===== src/sba_regs.svh =====
// constants for the shared bus arbitration block of a four-processor module
// assumes one clock, clk_sys, common to every processor and to the bus pins
`ifndef SBA_REGS_SVH
`define SBA_REGS_SVH
`define SBA_NPROC 4
`define SBA_NLINES 6
`define SBA_IDW 3
`define SBA_ID_SINGLE 3'h0
`endif


===== src/sba_pkg.sv =====
// types and decode helpers for the shared bus arbitration block
// assumes sba_regs.svh is on the include path
`include "sba_regs.svh"
package sba_pkg;
    typedef enum logic [0:0] {
        SBA_ST_ARB = 1'b0,
        SBA_ST_HOST = 1'b1
    } sba_state_t;

    typedef logic [`SBA_NLINES-1:0] sba_lines_t;

    // processor number to one-hot request line; single-processor code maps to none
    function automatic sba_lines_t sba_id_line(input logic [`SBA_IDW-1:0] id);
        sba_lines_t r;
        r = '0;
        for (int k = 0; k < `SBA_NLINES; k++) begin
            if (id == 3'(k + 1)) begin
                r[k] = 1'b1;
            end
        end
        return r;
    endfunction : sba_id_line
endpackage : sba_pkg


===== src/sba_pick.sv =====
// request line picker: fixed (lowest line first) or rotating after last owner
// assumes the request vector is already active high
`timescale 1ns/1ps
`default_nettype none
module sba_pick import sba_pkg::*; #(
    parameter int N = `SBA_NLINES
) (
    input wire logic [N-1:0] req,
    input wire logic rotate,
    input wire logic [2:0] last,
    output logic win_valid,
    output logic [2:0] win_idx
);
    // walk from the far end so the first candidate in priority order wins
    always_comb begin
        win_valid = 1'b0;
        win_idx = '0;
        for (int i = N - 1; i >= 0; i--) begin
            int j;
            j = rotate ? (int'(last) + 1 + i) % N : i;
            if (req[j]) begin
                win_valid = 1'b1;
                win_idx = 3'(j);
            end
        end
    end
endmodule : sba_pick
`default_nettype wire


===== src/sba_ready_drv.sv =====
// host ready pin driver, open drain unless active drive is selected
// assumes ready and enable terms are synchronous to clk_sys
`timescale 1ns/1ps
`default_nettype none
module sba_ready_drv (
    input wire logic clk_sys,
    input wire logic nrst,
    input wire logic active,
    input wire logic ready,
    input wire logic drive_sel,
    output logic pin_o,
    output logic pin_oe
);
    // open drain only pulls low; active drive also drives the high level
    always_ff @(posedge clk_sys) begin
        if (!nrst) begin
            pin_o <= 1'b0;
            pin_oe <= 1'b0;
        end else begin
            pin_o <= drive_sel & ready;
            pin_oe <= active & (drive_sel | ~ready);
        end
    end
endmodule : sba_ready_drv
`default_nettype wire


===== src/sba_arbiter.sv =====
// shared external bus control for four internal processors
// assumes all pin inputs are synchronous to clk_sys and pins are resolved outside
`timescale 1ns/1ps
`default_nettype none
module sba_arbiter import sba_pkg::*; #(
    parameter int NPROC = `SBA_NPROC,
    parameter int NLINES = `SBA_NLINES
) (
    input wire logic clk_sys,
    input wire logic nrst,
    // configuration straps, one number per processor
    input wire logic [NPROC*3-1:0] processor_number,
    input wire logic rotating_priority_sel,
    input wire logic [NPROC-1:0] ready_active_drive_sel,
    // core side requests
    input wire logic [NPROC-1:0] core_bus_req,
    input wire logic [NPROC-1:0] dma_bus_req,
    input wire logic [NPROC-1:0] core_prio_req,
    input wire logic [NPROC-1:0] host_wait,
    // shared pins
    input wire logic bus_suspend_n,
    input wire logic host_bus_request_n,
    input wire logic host_select_0_n,
    input wire logic host_select_1_n,
    input wire logic host_select_2_n,
    input wire logic host_select_3_n,
    input wire logic host_bus_grant_n_i,
    output logic host_bus_grant_n_o,
    output logic host_bus_grant_n_oe,
    input wire logic [NLINES-1:0] proc_bus_request_n_i,
    output logic [NLINES-1:0] proc_bus_request_n_o,
    output logic [NLINES-1:0] proc_bus_request_n_oe,
    input wire logic core_priority_line_n_i,
    output logic [NPROC-1:0] core_priority_line_n_o,
    output logic [NPROC-1:0] core_priority_line_n_oe,
    input wire logic dma_request_ch7_n,
    input wire logic dma_request_ch8_n,
    output logic dma_grant_ch7_n,
    output logic dma_grant_ch8_n,
    output logic host_access_ready_o,
    output logic host_access_ready_oe,
    // status toward the cores and the pad ring
    output logic bus_drive_en,
    output logic [NPROC-1:0] bus_owner,
    output logic [NPROC-1:0] core_stall
);
    sba_state_t st_q;
    logic [2:0] master_q;
    logic master_vld_q;
    logic [NLINES-1:0] obs_req;
    logic [NLINES-1:0] own_lines;
    logic [NLINES-1:0] line_want;
    logic [NLINES-1:0] id_line [NPROC];
    logic [NPROC-1:0] own_c;
    logic [NPROC-1:0] want_c;
    logic [NPROC-1:0] go_c;
    logic [3:0] cs_vec;
    logic host_req;
    logic win_valid;
    logic [2:0] win_idx;
    logic bus_free;
    logic host_active;
    logic [1:0] sel_idx;

    assign host_req = ~host_bus_request_n;
    assign obs_req = ~proc_bus_request_n_i;
    assign cs_vec = ~{host_select_3_n, host_select_2_n, host_select_1_n, host_select_0_n};

    // one decoded request line per processor, shared by every use below
    genvar g;
    generate
        for (g = 0; g < NPROC; g++) begin : g_id
            assign id_line[g] = sba_id_line(processor_number[g*3 +: 3]);
        end
    endgenerate

    // per processor wants, line ownership and access permission
    always_comb begin
        own_lines = '0;
        line_want = '0;
        for (int p = 0; p < NPROC; p++) begin
            // core priority from any slave pushes background DMA aside
            want_c[p] = core_bus_req[p] | (dma_bus_req[p] & core_priority_line_n_i);
            line_want = line_want | (want_c[p] ? id_line[p] : '0);
            own_c[p] = master_vld_q & id_line[p][master_q];
            own_lines = own_lines | id_line[p];
        end
    end

    // the bus is usable only when owned, not hosted and not suspended
    assign bus_free = (|own_c) & (st_q == SBA_ST_ARB) & ~host_req & bus_suspend_n;
    assign go_c = own_c & core_bus_req & {NPROC{bus_free}};

    sba_pick #(
        .N(NLINES)
    ) u_pick (
        .req(obs_req),
        .rotate(rotating_priority_sel),
        .last(master_q),
        .win_valid(win_valid),
        .win_idx(win_idx)
    );

    // host tenure: enter on request, leave on release
    always_ff @(posedge clk_sys) begin
        if (!nrst) begin
            st_q <= SBA_ST_ARB;
        end else begin
            case (st_q)
                SBA_ST_ARB: begin
                    if (host_req) begin
                        st_q <= SBA_ST_HOST;
                    end
                end
                SBA_ST_HOST: begin
                    if (!host_req) begin
                        st_q <= SBA_ST_ARB;
                    end
                end
                default: begin
                    st_q <= SBA_ST_ARB;
                end
            endcase
        end
    end

    // mastership is parked: it moves only when the owner lets its line go,
    // and stays frozen through host tenure so the old owner resumes first
    always_ff @(posedge clk_sys) begin
        if (!nrst) begin
            master_q <= '0;
            master_vld_q <= 1'b0;
        end else if (st_q == SBA_ST_ARB && !host_req) begin
            if (!master_vld_q || !obs_req[master_q]) begin
                // an empty round keeps the old index so rotation resumes after it
                master_q <= win_valid ? win_idx : master_q;
                master_vld_q <= win_valid;
            end
        end
    end

    // request lines: only our own numbered lines are ever driven, always low
    always_ff @(posedge clk_sys) begin
        if (!nrst) begin
            proc_bus_request_n_o <= '0;
            proc_bus_request_n_oe <= '0;
        end else begin
            proc_bus_request_n_o <= '0;
            proc_bus_request_n_oe <= line_want & own_lines;
        end
    end

    // host grant is driven only by the processor that owns the bus
    always_ff @(posedge clk_sys) begin
        if (!nrst) begin
            host_bus_grant_n_o <= 1'b1;
            host_bus_grant_n_oe <= 1'b0;
        end else begin
            host_bus_grant_n_o <= ~((st_q == SBA_ST_HOST) & host_req);
            host_bus_grant_n_oe <= |own_c;
        end
    end

    // pad enable for address, data, selects and strobes
    always_ff @(posedge clk_sys) begin
        if (!nrst) begin
            bus_drive_en <= 1'b0;
        end else begin
            bus_drive_en <= bus_free;
        end
    end

    // owner and stall status toward the cores
    always_ff @(posedge clk_sys) begin
        if (!nrst) begin
            bus_owner <= '0;
            core_stall <= '0;
        end else begin
            bus_owner <= own_c;
            core_stall <= core_bus_req & ~go_c;
        end
    end

    // core priority pins: open drain, pulled low by a requesting slave
    always_ff @(posedge clk_sys) begin
        if (!nrst) begin
            core_priority_line_n_o <= '0;
            core_priority_line_n_oe <= '0;
        end else begin
            core_priority_line_n_o <= '0;
            core_priority_line_n_oe <= core_prio_req & ~own_c;
        end
    end

    // shared DMA grants; channel seven outranks eight, one grant at a time
    always_ff @(posedge clk_sys) begin
        if (!nrst) begin
            dma_grant_ch7_n <= 1'b1;
            dma_grant_ch8_n <= 1'b1;
        end else begin
            dma_grant_ch7_n <= ~(bus_free & ~dma_request_ch7_n);
            dma_grant_ch8_n <= ~(bus_free & dma_request_ch7_n & ~dma_request_ch8_n);
        end
    end

    // host access ready: selected processor, only with select and request low
    always_comb begin
        sel_idx = 2'h0;
        for (int p = 3; p >= 0; p--) begin
            if (cs_vec[p]) begin
                sel_idx = 2'(p);
            end
        end
    end
    assign host_active = host_req & (|cs_vec);

    sba_ready_drv u_ready (
        .clk_sys(clk_sys),
        .nrst(nrst),
        .active(host_active),
        .ready(~host_wait[sel_idx]),
        .drive_sel(ready_active_drive_sel[sel_idx]),
        .pin_o(host_access_ready_o),
        .pin_oe(host_access_ready_oe)
    );
endmodule : sba_arbiter
`default_nettype wire


===== config.mk =====
export PLATFORM = sky130hd
export DESIGN_NAME = sba_arbiter
export DESIGN_NICKNAME = d
export VERILOG_FILES = /design/src/sba_pkg.sv /design/src/sba_pick.sv /design/src/sba_ready_drv.sv /design/src/sba_arbiter.sv
export VERILOG_INCLUDE_DIRS = /design/src
export SDC_FILE = /design/constraint.sdc
export NUM_CORES = 1
export LEC_CHECK = 0
export ABC_AREA = 1
export BUFFER_PORTS_ARGS = -buffer_cell sky130_fd_sc_hd__buf_2
export CORE_MARGIN = 2
export CORE_UTILIZATION = 45
export CTS_BUF_LIST = sky130_fd_sc_hd__clkbuf_8 sky130_fd_sc_hd__clkbuf_16
export CTS_CLUSTER_DIAMETER = 30
export DETAILED_ROUTE_END_ITERATION = 8
export PLACE_DENSITY = 0.7
export SKIP_CTS_REPAIR_TIMING = 1
export SLEW_MARGIN = 5
export SYNTH_ARGS = -nofsm -noshare
export SYNTH_HDL_FRONTEND = slang
export SYNTH_SLANG_ARGS = --single-unit

===== constraint.sdc =====
create_clock -name clk_sys -period 5.88 [get_ports clk_sys]
set_input_delay 0.294 -clock clk_sys [delete_from_list [all_inputs] [get_ports clk_sys]]
set_output_delay 0.294 -clock clk_sys [all_outputs]
set_load 0.01 [all_outputs]

==> results of run 1 <==
-- synthesized netlist by cell type --
| library cell | n | area share [%] |
|---|---|---|
| nand4_1 | 15 | 3.0 |
| nand2_2 | 7 | 1.4 |
| nand3_1 | 41 | 6.6 |
| or2_2 | 3 | 0.60 |
| a41oi_1 | 3 | 0.84 |
| o21ai_2 | 2 | 0.56 |
| or2_1 | 1 | 0.20 |
| o21ai_1 | 2 | 0.32 |
| nor2_4 | 1 | 0.36 |
| ha_1 | 19 | 7.6 |
| inv_2 | 4 | 0.48 |
| a21oi_1 | 18 | 2.9 |
| conb_1 | 1 | 0.12 |
| nor3_2 | 1 | 0.32 |
| o2bb2ai_1 | 1 | 0.28 |
| mux2i_1 | 4 | 1.3 |
| xnor2_1 | 1 | 0.28 |
| o21a_1 | 1 | 0.24 |
| a21o_1 | 2 | 0.48 |
| dfxtp_1 | 30 | 19 |
| clkinv_1 | 1 | 0.12 |
| nand3_2 | 6 | 1.9 |
| xor2_2 | 1 | 0.52 |
| a22oi_1 | 5 | 1.2 |
| o22ai_1 | 2 | 0.40 |
| and3_1 | 1 | 0.20 |
| clkbuf_1 | 4 | 0.48 |
| buf_2 | 5 | 0.80 |
| buf_6 | 1 | 0.36 |
| nand3b_1 | 2 | 0.48 |
| buf_4 | 11 | 2.6 |
| o211ai_1 | 11 | 2.6 |
| nand2_1 | 140 | 17 |
| nor2_1 | 48 | 5.8 |
| a32oi_1 | 1 | 0.28 |
| a21oi_2 | 4 | 1.1 |
| nor3_1 | 24 | 3.8 |
| inv_1 | 64 | 7.7 |
| nand2_4 | 1 | 0.36 |
| a31oi_1 | 5 | 1.0 |
| o21ai_0 | 27 | 4.3 |
-- power groups by stage --
stage	clock, mW	combinational, mW	sequential (mW)
2_1_floorplan	0	0.545	0.243
3_3_place_gp	0	0.669	0.234
3_5_place_dp	0	0.687	0.235
4_1_cts	0.178	0.690	0.230
5_1_grt	0.186	0.800	0.232
6_report	0.176	0.697	0.230
-- layout make-up --
type,count,area [um2]
fillers,679,3151
multi-input cells,410,2166
flip-flops and latches,30,600.6
repair buffers,76,385.4
inverters,69,259.0
well taps,80,100.1
clock buffers,6,82.58
clock inverters,2,12.51
-- through the flow --
stage	util, %	worst slack (ns)	cell area (um2)	hold slack, ns	instances
floorplan	-	2.415	3159	0.3785	530
global placement	51.96	1.953	3511	0.3913	665
detailed placement	51.96	1.867	3511	0.3962	665
CTS	53.37	1.838	3606	0.1976	673
global route	53.37	1.353	3606	0.2016	673
finish	53.37	1.800	3606	0.2006	673
-- flip-flops by register name, indices dropped and copies added, names as in the netlist --
name,cells
bus_drive_en,1
bus_owner,4
core_priority_line_n_oe,4
core_stall,4
dma_grant_ch7_n,1
dma_grant_ch8_n,1
host_bus_grant_n_o,1
host_bus_grant_n_oe,1
master_q,3
master_vld_q,1
proc_bus_request_n_oe,6
st_q,1
u_ready.pin_o,1
u_ready.pin_oe,1
-- layer usage --
| layer | track usage, % | vias to the layer above |
|---|---|---|
| met3 | 5.308 | 7 |
| met1 | 28.73 | 1560 |
| met4 | 3.776 | 0 |
| li1 | - | 1842 |
| met5 | 0 | - |
| met2 | 36.71 | 93 |
-- critical path: cells and delay by family, from the launching register on --
family	cells	cell delay (ns)
AND/OR/NAND/NOR	14	1.34
adder cells (fa/ha/maj)	3	1.23
buffers and inverters	4	0.87
AO/OA/AOI/OAI	1	0.20
flip-flops	1	0.31
-- kinds of logic after synthesis --
| family | share of synthesized area [%] |
|---|---|
| xor+xnor | 0.8008 |
| simple gates | 41.83 |
| fa+ha+maj | 7.606 |
| buf+inv | 12.57 |
| compound gates | 16.57 |
| flops | 19.22 |
| mux | 1.281 |
| other cells | 0.1200 |
-- path summary, 6_finish.rpt --
kind                        end  slack, ns
max                 master_q[0]       1.80
min             dma_grant_ch8_n       0.20
max reg2reg         master_q[0]       1.80
min reg2reg  host_bus_grant_n_o       0.41
==> metrics, run 1 <==
fin crit share 69.39%; worst-path cell chain buf_4 -> inv_2 -> ha_1 -> inv_1 -> ha_1 -> inv_1 -> nand2_1 -> ha_1 -> nor2_1 -> nand2_1 -> o22ai_1 -> nand3_1 -> nand3_2 -> nand2_1 -> nand3_2 -> nand2_2 -> nor2_1 -> nand3b_1 -> nand2_2 -> nand2_1 -> nand2_1 -> nor2_1; vias 3502; io pins 86; commonest non-fill, non-tap cell in the layout nand2_1; drt wl/cell 12.30 um; P&R area growth vs syn 15.37%; DR vias/cell 5.204; estimated wirelength of the detail-placed design 6.605 mm; Routed WL 8.280 mm; Detailed Route Iter0 Violations 194; vias in the first global route 3126; Slew headroom 62.32%; chip width 87.34 um; Clock power frac 15.9%; Hold Path Depth 3; gpl congestion 0.8890; clock sink total 30; max_cap viols 0; Max Buffers Root-to-Sink 2; Reg2Reg Depth 22; setup TNS 0 ns; area of the die 7628 um2; CP Capture Type register; Slew @ Worst Pin 0.5592 ns; first-pass GRT wire length 13.59 mm; Final Slew Violations 0; most frequent cells in the layout nand2_1 (140), buf_2 (74), inv_1 (64), nor2_1 (48), nand3_1 (41); CP arrival 4.26 ns; core area 6756 um2; Switching Share 50.20%; nature of the critical path startpoint register; minimum clock period after layout 4.080 ns; Met2 Routed Length 3.918 mm; Post-Syn Instances 521; Clock Latency Late Sink 0.28 ns; crit path from master_q[0]; htree depth 2; CTS tree built; P_leak 1.963 nW; Comb pwr share 63.2%; sequential share of the synthesized area 19.22%; R2R Path Start master_q[0]; Crit Path Category reg2reg; library cells used by synthesis 41; Die Height 87.34 um; cell mode on critical path nand2_1; HP Class in2reg; Max Clk Rate 245.1 MHz; Slowest-stage cell, CP ha_1; DRT antenna net count 0; Layout Nets 662; status finished, final reports clean; total net switching power 0.5535 mW; GRT Util Overall 21.86%; mean area per synthesized cell 5.999 um2; Overall Power 1.103 mW; CP required 6.06 ns; row count 30; power share of the sequential group 20.9%; TritonCTS Buffers 5; DR WL met3 524 um; router iterations before antenna repair 4; final-report hold violation count 0; pin count of the biggest net entering global routing 25; synth warn 0; Worst Min Path Start dma_request_ch8_n; Power per Cell Area 305.8 nW/um2; # DRC 0; top layer in use met4; worst-path maximum fanout 24; share of cells above drive strength 1 19.22%; antenna fix cells 0; clock transition at the registers of the reported paths 0.06 ns; gr ovfl total 0; Setup violations, final 0; Max stage delay on crit path 0.66 ns; initial antenna violation count 0; Int Power 0.5491 mW; RSZ-0062 raised after global routing false; M1 WL 3.792 mm; Port-buffer cells 74; mapped cell area 3125 um2; VDD IR max 0.1684 mV; setup clock skew after layout 0.005249 ns; post-synthesis register bit count 30; Root Driver clkbuf_8; initial core utilization 46.26%
(Power assumes the default switching activity.)
==> run 2: changes to the inputs <==
==> constraint.sdc (replaced) <==
create_clock -name clk_sys -period 3.8 [get_ports clk_sys]
set_input_delay 0.19 -clock clk_sys [delete_from_list [all_inputs] [get_ports clk_sys]]
set_output_delay 0.19 -clock clk_sys [all_outputs]
set_load 0.01 [all_outputs]
==> run 2 against run 1 <==
  * Global-route usage fell by 0.24 points
  * Maximum frequency rose by 18%
  * Combinational power rose by 61%
  * Clock power is 54% higher
==> metrics, run 2 (synthesis results as in run 1) <==
vias 3587 (+2.4%); core area 6756 um2 (unchanged); max FFs per register 6 (unchanged); Power per Cell Area 477.9 nW/um2 (+56%); Biggest register proc_bus_request_n_oe; antenna fix cells 0 (unchanged); io pins 86 (unchanged); clock sink total 30 (unchanged); VDD IR max 0.2535 mV (+51%); Slew @ Worst Pin 0.5509 ns (-0.008361 ns); Layout Nets 668 (+0.91%); most frequent cells in the layout nand2_1 (140), buf_2 (74), inv_1 (63), nor2_1 (48), nand3_1 (41); gr ovfl total 0 (unchanged); # DRC 0 (unchanged); setup clock skew after layout 0.002346 ns (-0.002902 ns); status finished, final reports clean; CP Capture Type register; Max Buffers Root-to-Sink 2 (unchanged); Routed WL 8.355 mm (+0.91%); Die Height 87.34 um (unchanged); row count 30 (unchanged); Worst Min Path Start dma_request_ch8_n; Hold Path Depth 3 (unchanged); commonest non-fill, non-tap cell in the layout nand2_1; pin count of the biggest net entering global routing 24 (-4.0%); CP arrival 3.63 ns (-0.63 ns); CP required 3.98 ns (-2.08 ns); worst-path maximum fanout 10 (-58%); TritonCTS Buffers 5 (unchanged); Crit Path Category reg2reg; Slew headroom 62.89% (+0.56 points); crit path from master_q[0]; router iterations before antenna repair 5 (+1); Detailed Route Iter0 Violations 240 (+24%); minimum clock period after layout 3.451 ns (-0.6290 ns); chip width 87.34 um (unchanged); Final Slew Violations 0 (unchanged); Root Driver clkbuf_8; initial antenna violation count 0 (unchanged); vias in the first global route 3037 (-2.8%); htree depth 2 (unchanged); fin crit share 90.82% (+21 points); initial core utilization 46.26% (unchanged); first-pass GRT wire length 13.40 mm (-1.4%); Hold Slack 0.09351 ns (-0.1071 ns); share of cells above drive strength 1 20.70% (+1.5 points); drt wl/cell 12.30 um (about the same); final-report hold violation count 0 (unchanged); GRT Util Overall 21.62% (-0.24 points); Overall Power 1.753 mW (+59%); R2R Path Start master_q[0]; gpl congestion 0.9160 (+3.0%); Reg2Reg Depth 27 (+23%); clock transition at the registers of the reported paths 0.07 ns (about the same); area of the die 7628 um2 (unchanged); P&R area growth vs syn 17.33%; P_leak 1.989 nW (+1.3%); max_cap viols 0 (unchanged); # fillers 683 (+0.59%); DRT antenna net count 0 (unchanged); Port-buffer cells 74 (unchanged); Setup violations, final 0 (unchanged); DR vias/cell 5.283 (+1.5%); HP Class in2reg; estimated wirelength of the detail-placed design 6.753 mm (+2.2%); nature of the critical path startpoint register; CTS tree built; Max Clk Rate 289.7 MHz (+18%); Clock Latency Late Sink 0.28 ns (about the same)
run 2: changes by cell type in the layout (fill, tap and decap cells not counted):
cell / change
buf_4: +6
dfxtp_1: -1
dfxtp_2: +1
ha_1: -2
ha_2: +2
inv_1: -1
inv_4: +1
o21ai_2: -1
o21ai_4: +1
run 2: layer usage:
metal	GRT usage [%]	share of wire (%)	vias up
met4	4.895	1.8	0
met2	35.54	45	124
met5	0	0	-
met1	29.12	45	1588
li1	-	-	1860
met3	4.360	7.4	15
run 2: area by class of cell:
type | count | area (um2) | area share [%]
tap | 80 | 100.1 | 2.729
inverter | 69 | 261.5 | 7.131
clock buffer | 6 | 82.58 | 2.252
sequential | 30 | 601.8 | 16.41
clock inverter | 2 | 12.51 | 0.3412
multi-input combinational | 410 | 2178 | 59.40
timing repair buffer | 82 | 430.4 | 11.74
run 2: power by group:
group	internal [mW]	total, mW	leakage (nW)	switching, mW
Clock	0.145	0.271	0.0472	0.126
Combinational	0.393	1.12	1.69	0.728
Sequential	0.342	0.360	0.247	0.0183
Total	0.880	1.75	1.99	0.873
run 2: worst max-delay path, stage by stage, from the launching register on:
cell and delay [ns]:
dfxtp_1 0.41, ha_1 0.25, inv_1 0.11, nand2_1 0.12, nand2_4 0.07, inv_4 0.11, ha_1 0.21, ha_1 0.26
nand2_1 0.11, nor2_1 0.05, nor2_1 0.11, o21ai_0 0.10, nand2_1 0.10, o21ai_4 0.08, inv_1 0.05, o21ai_1 0.07
nand2_1 0.07, nand2_1 0.06, nand3_1 0.10, nand2_1 0.06, nand3_1 0.10, nand2_1 0.11, nor2_1 0.15, nand3b_1 0.14
nand2_2 0.16, nand2_1 0.08, nand2_1 0.08, a21oi_2 0.03
run 2: worst paths after layout:
kind / endpoint / slack (ns)
max: master_q[2] / 0.35
min reg2reg: host_bus_grant_n_o / 0.42
max reg2reg: master_q[2] / 0.35
min: dma_grant_ch8_n / 0.09
run 2: metrics by stage:
stage	util [%]	setup WS [ns]	setup TNS, ns	instance area, um2	instances
3_3_place_gp	52.63	0.4583	0	3556	671
3_5_place_dp	52.63	0.3412	0	3556	671
5_1_grt	54.28	-0.005517	-0.005517	3667	679
6_report	54.28	0.3487	0	3667	679
2_1_floorplan	-	0.3353	0	3159	530
4_1_cts	54.04	0.3260	0	3651	679
==> run 3: changes to the inputs <==
--- a/config.mk
+++ b/config.mk
@@ -13,7 +13,7 @@
 export CTS_BUF_LIST = sky130_fd_sc_hd__clkbuf_8 sky130_fd_sc_hd__clkbuf_16
 export CTS_CLUSTER_DIAMETER = 30
 export DETAILED_ROUTE_END_ITERATION = 8
-export PLACE_DENSITY = 0.7
+export PLACE_DENSITY = 0.75
 export SKIP_CTS_REPAIR_TIMING = 1
 export SLEW_MARGIN = 5
 export SYNTH_ARGS = -nofsm -noshare
==> run 3 against run 2 <==
  * Wire length down 1.2%
  * Cell count down 0.15%
  * Clock skew up 0.0035 ns
  * Global-route usage down 0.087 points
  * First-iteration DRC count down 11%
  * Die area unchanged
  * Highest routed layer unchanged
  * Power down 1.2%
==> metrics, run 3 (synthesis results as in run 1) <==
DRT antenna net count 0 (unchanged); router iterations before antenna repair 5 (unchanged); commonest non-fill, non-tap cell in the layout nand2_1; Die Height 87.34 um (unchanged); Hold Slack 0.09317 ns (-0.0003403 ns); antenna fix cells 0 (unchanged); fin crit share 90.89% (about the same); max FFs per register 6 (unchanged); pin count of the biggest net entering global routing 23 (-4.2%); Slowest-stage cell, CP dfxtp_2; initial core utilization 46.26% (unchanged); Power per Cell Area 474.2 nW/um2 (-0.77%); Layout Nets 667 (-0.15%); vias in the first global route 3157 (+4.0%); area of the die 7628 um2 (unchanged); P_leak 1.984 nW (-0.25%); most frequent cells in the layout nand2_1 (140), buf_2 (74), inv_1 (63), nor2_1 (48), nand3_1 (41); drt wl/cell 12.17 um (-1.1%); Comb pwr share 63.1% (-0.9 points); Switching Share 49.68% (-0.11 points); Int Power 0.8713 mW (-0.98%); CTS tree built; cell mode on critical path nand2_1; minimum clock period after layout 3.454 ns (+0.002663 ns); setup TNS 0 ns (unchanged); estimated wirelength of the detail-placed design 6.689 mm (-0.94%); io pins 86 (unchanged); Max Buffers Root-to-Sink 2 (unchanged); htree depth 2 (unchanged); Worst Min Path Start dma_request_ch8_n; Biggest register proc_bus_request_n_oe; Clock power frac 15.7% (+0.2 points); setup clock skew after layout 0.005849 ns (+0.003503 ns); crit path from master_q[0]; Max stage delay on crit path 0.44 ns (+0.03 ns); initial antenna violation count 0 (unchanged); Port-buffer cells 74 (unchanged); GRT Util Overall 21.53% (-0.087 points); nature of the critical path startpoint register; HP Class in2reg; RSZ-0062 raised after global routing false; met2 Use GR 36.71% (+1.2 points); Final Slew Violations 0 (unchanged); chip width 87.34 um (unchanged); power share of the sequential group 21.2% (+0.7 points); Crit Path Category reg2reg; Finished Cell Area 3651 um2 (-0.44%); GRT Max-Usage Layer met2; final-report hold violation count 0 (unchanged); Slew @ Worst Pin 0.5540 ns (+0.003147 ns); total net switching power 0.8602 mW (-1.4%); clock sink total 30 (unchanged); met3 GRT Util 3.602% (-0.76 points); # DRC 0 (unchanged); Placed Area 3548 um2 (-0.21%); vias 3580 (-0.20%); DR vias/cell 5.280 (about the same); VDD IR max 0.2519 mV (-0.62%); Clock Latency Late Sink 0.28 ns (about the same); row count 30 (unchanged); Max Clk Rate 289.5 MHz (about the same); status finished, final reports clean; clock transition at the registers of the reported paths 0.07 ns (about the same); Root Driver clkbuf_8; Slew headroom 62.68% (-0.21 points); pre-CTS setup slack 0.1740 ns (-0.1672 ns); worst-path maximum fanout 10 (unchanged); share of cells above drive strength 1 20.57% (-0.13 points); P&R area growth vs syn 16.81%; gr ovfl total 0 (unchanged); max_cap viols 0 (unchanged); CP Capture Type register; first-pass GRT wire length 13.56 mm (+1.2%); core area 6756 um2 (unchanged); Overall Power 1.731 mW (-1.2%); CP required 3.97 ns (about the same); buffer and inverter count on the worst path 4 (+1); Detailed Route Iter0 Violations 214 (-11%); Setup violations, final 0 (unchanged); met1 Use GR 29.15% (about the same); gpl congestion 0.9107 (-0.58%); final worst slack 0.3460 ns (-0.002663 ns); CP arrival 3.63 ns (about the same); TritonCTS Buffers 5 (unchanged); Routed WL 8.252 mm (-1.2%); R2R Path Start master_q[0]; CP top delay family simple AND/OR/NAND/NOR gates
[run 3: cell types whose count changed in the layout (fill, tap and decap cells not counted)]
cell,delta
dfxtp_1,-1
buf_4,-1
ha_2,-1
ha_1,+1
o21ai_2,+1
o21ai_4,-1
dfxtp_2,+1
[run 3: power by group through the flow]
stage          Sequential [mW]  Combinational [mW]  Clock (mW)
6_report                 0.367                1.09       0.273
5_1_grt                  0.369                1.25       0.286
4_1_cts                  0.365                1.08       0.274
3_5_place_dp             0.371                1.08           0
3_3_place_gp             0.371                1.05           0
2_1_floorplan            0.376               0.843           0
[run 3: worst paths after layout]
path                                            to  slack (ns)  depth (start not counted)
worst max-delay path                   master_q[2]        0.35                         25
worst min-delay path               dma_grant_ch8_n        0.09                          3
worst max register to register         master_q[2]        0.35                         25
worst min register to register  host_bus_grant_n_o        0.40                          1
[run 3: cell type report]
type / instances / area [um2]
Fill cell: 692 / 3105
Multi-Input combinational cell: 410 / 2168
Sequential cell: 30 / 603.1
Timing Repair Buffer: 81 / 422.9
Inverter: 69 / 261.5
Tap cell: 80 / 100.1
Clock buffer: 6 / 82.58
Clock inverter: 2 / 12.51
[run 3: tightest hold or removal path, cell delays in order]
cell     delay (ns)
buf_2          0.08
nor2_1         0.03
nand2_1        0.05
[run 3: per-stage QoR]
stage | utilization (%) | std cells
4_1_cts | 53.93 | 678
6_report | 54.04 | 678
3_3_place_gp | 52.52 | 670
2_1_floorplan | - | 530
5_1_grt | 54.04 | 678
3_5_place_dp | 52.52 | 670
[run 3: per-layer routing]
| metal | vias to the layer above | routed length, um |
|---|---|---|
| met4 | 0 | 42 |
| met3 | 6 | 551 |
| met5 | - | 0 |
| li1 | 1858 | - |
| met1 | 1587 | 3696 |
| met2 | 129 | 3960 |
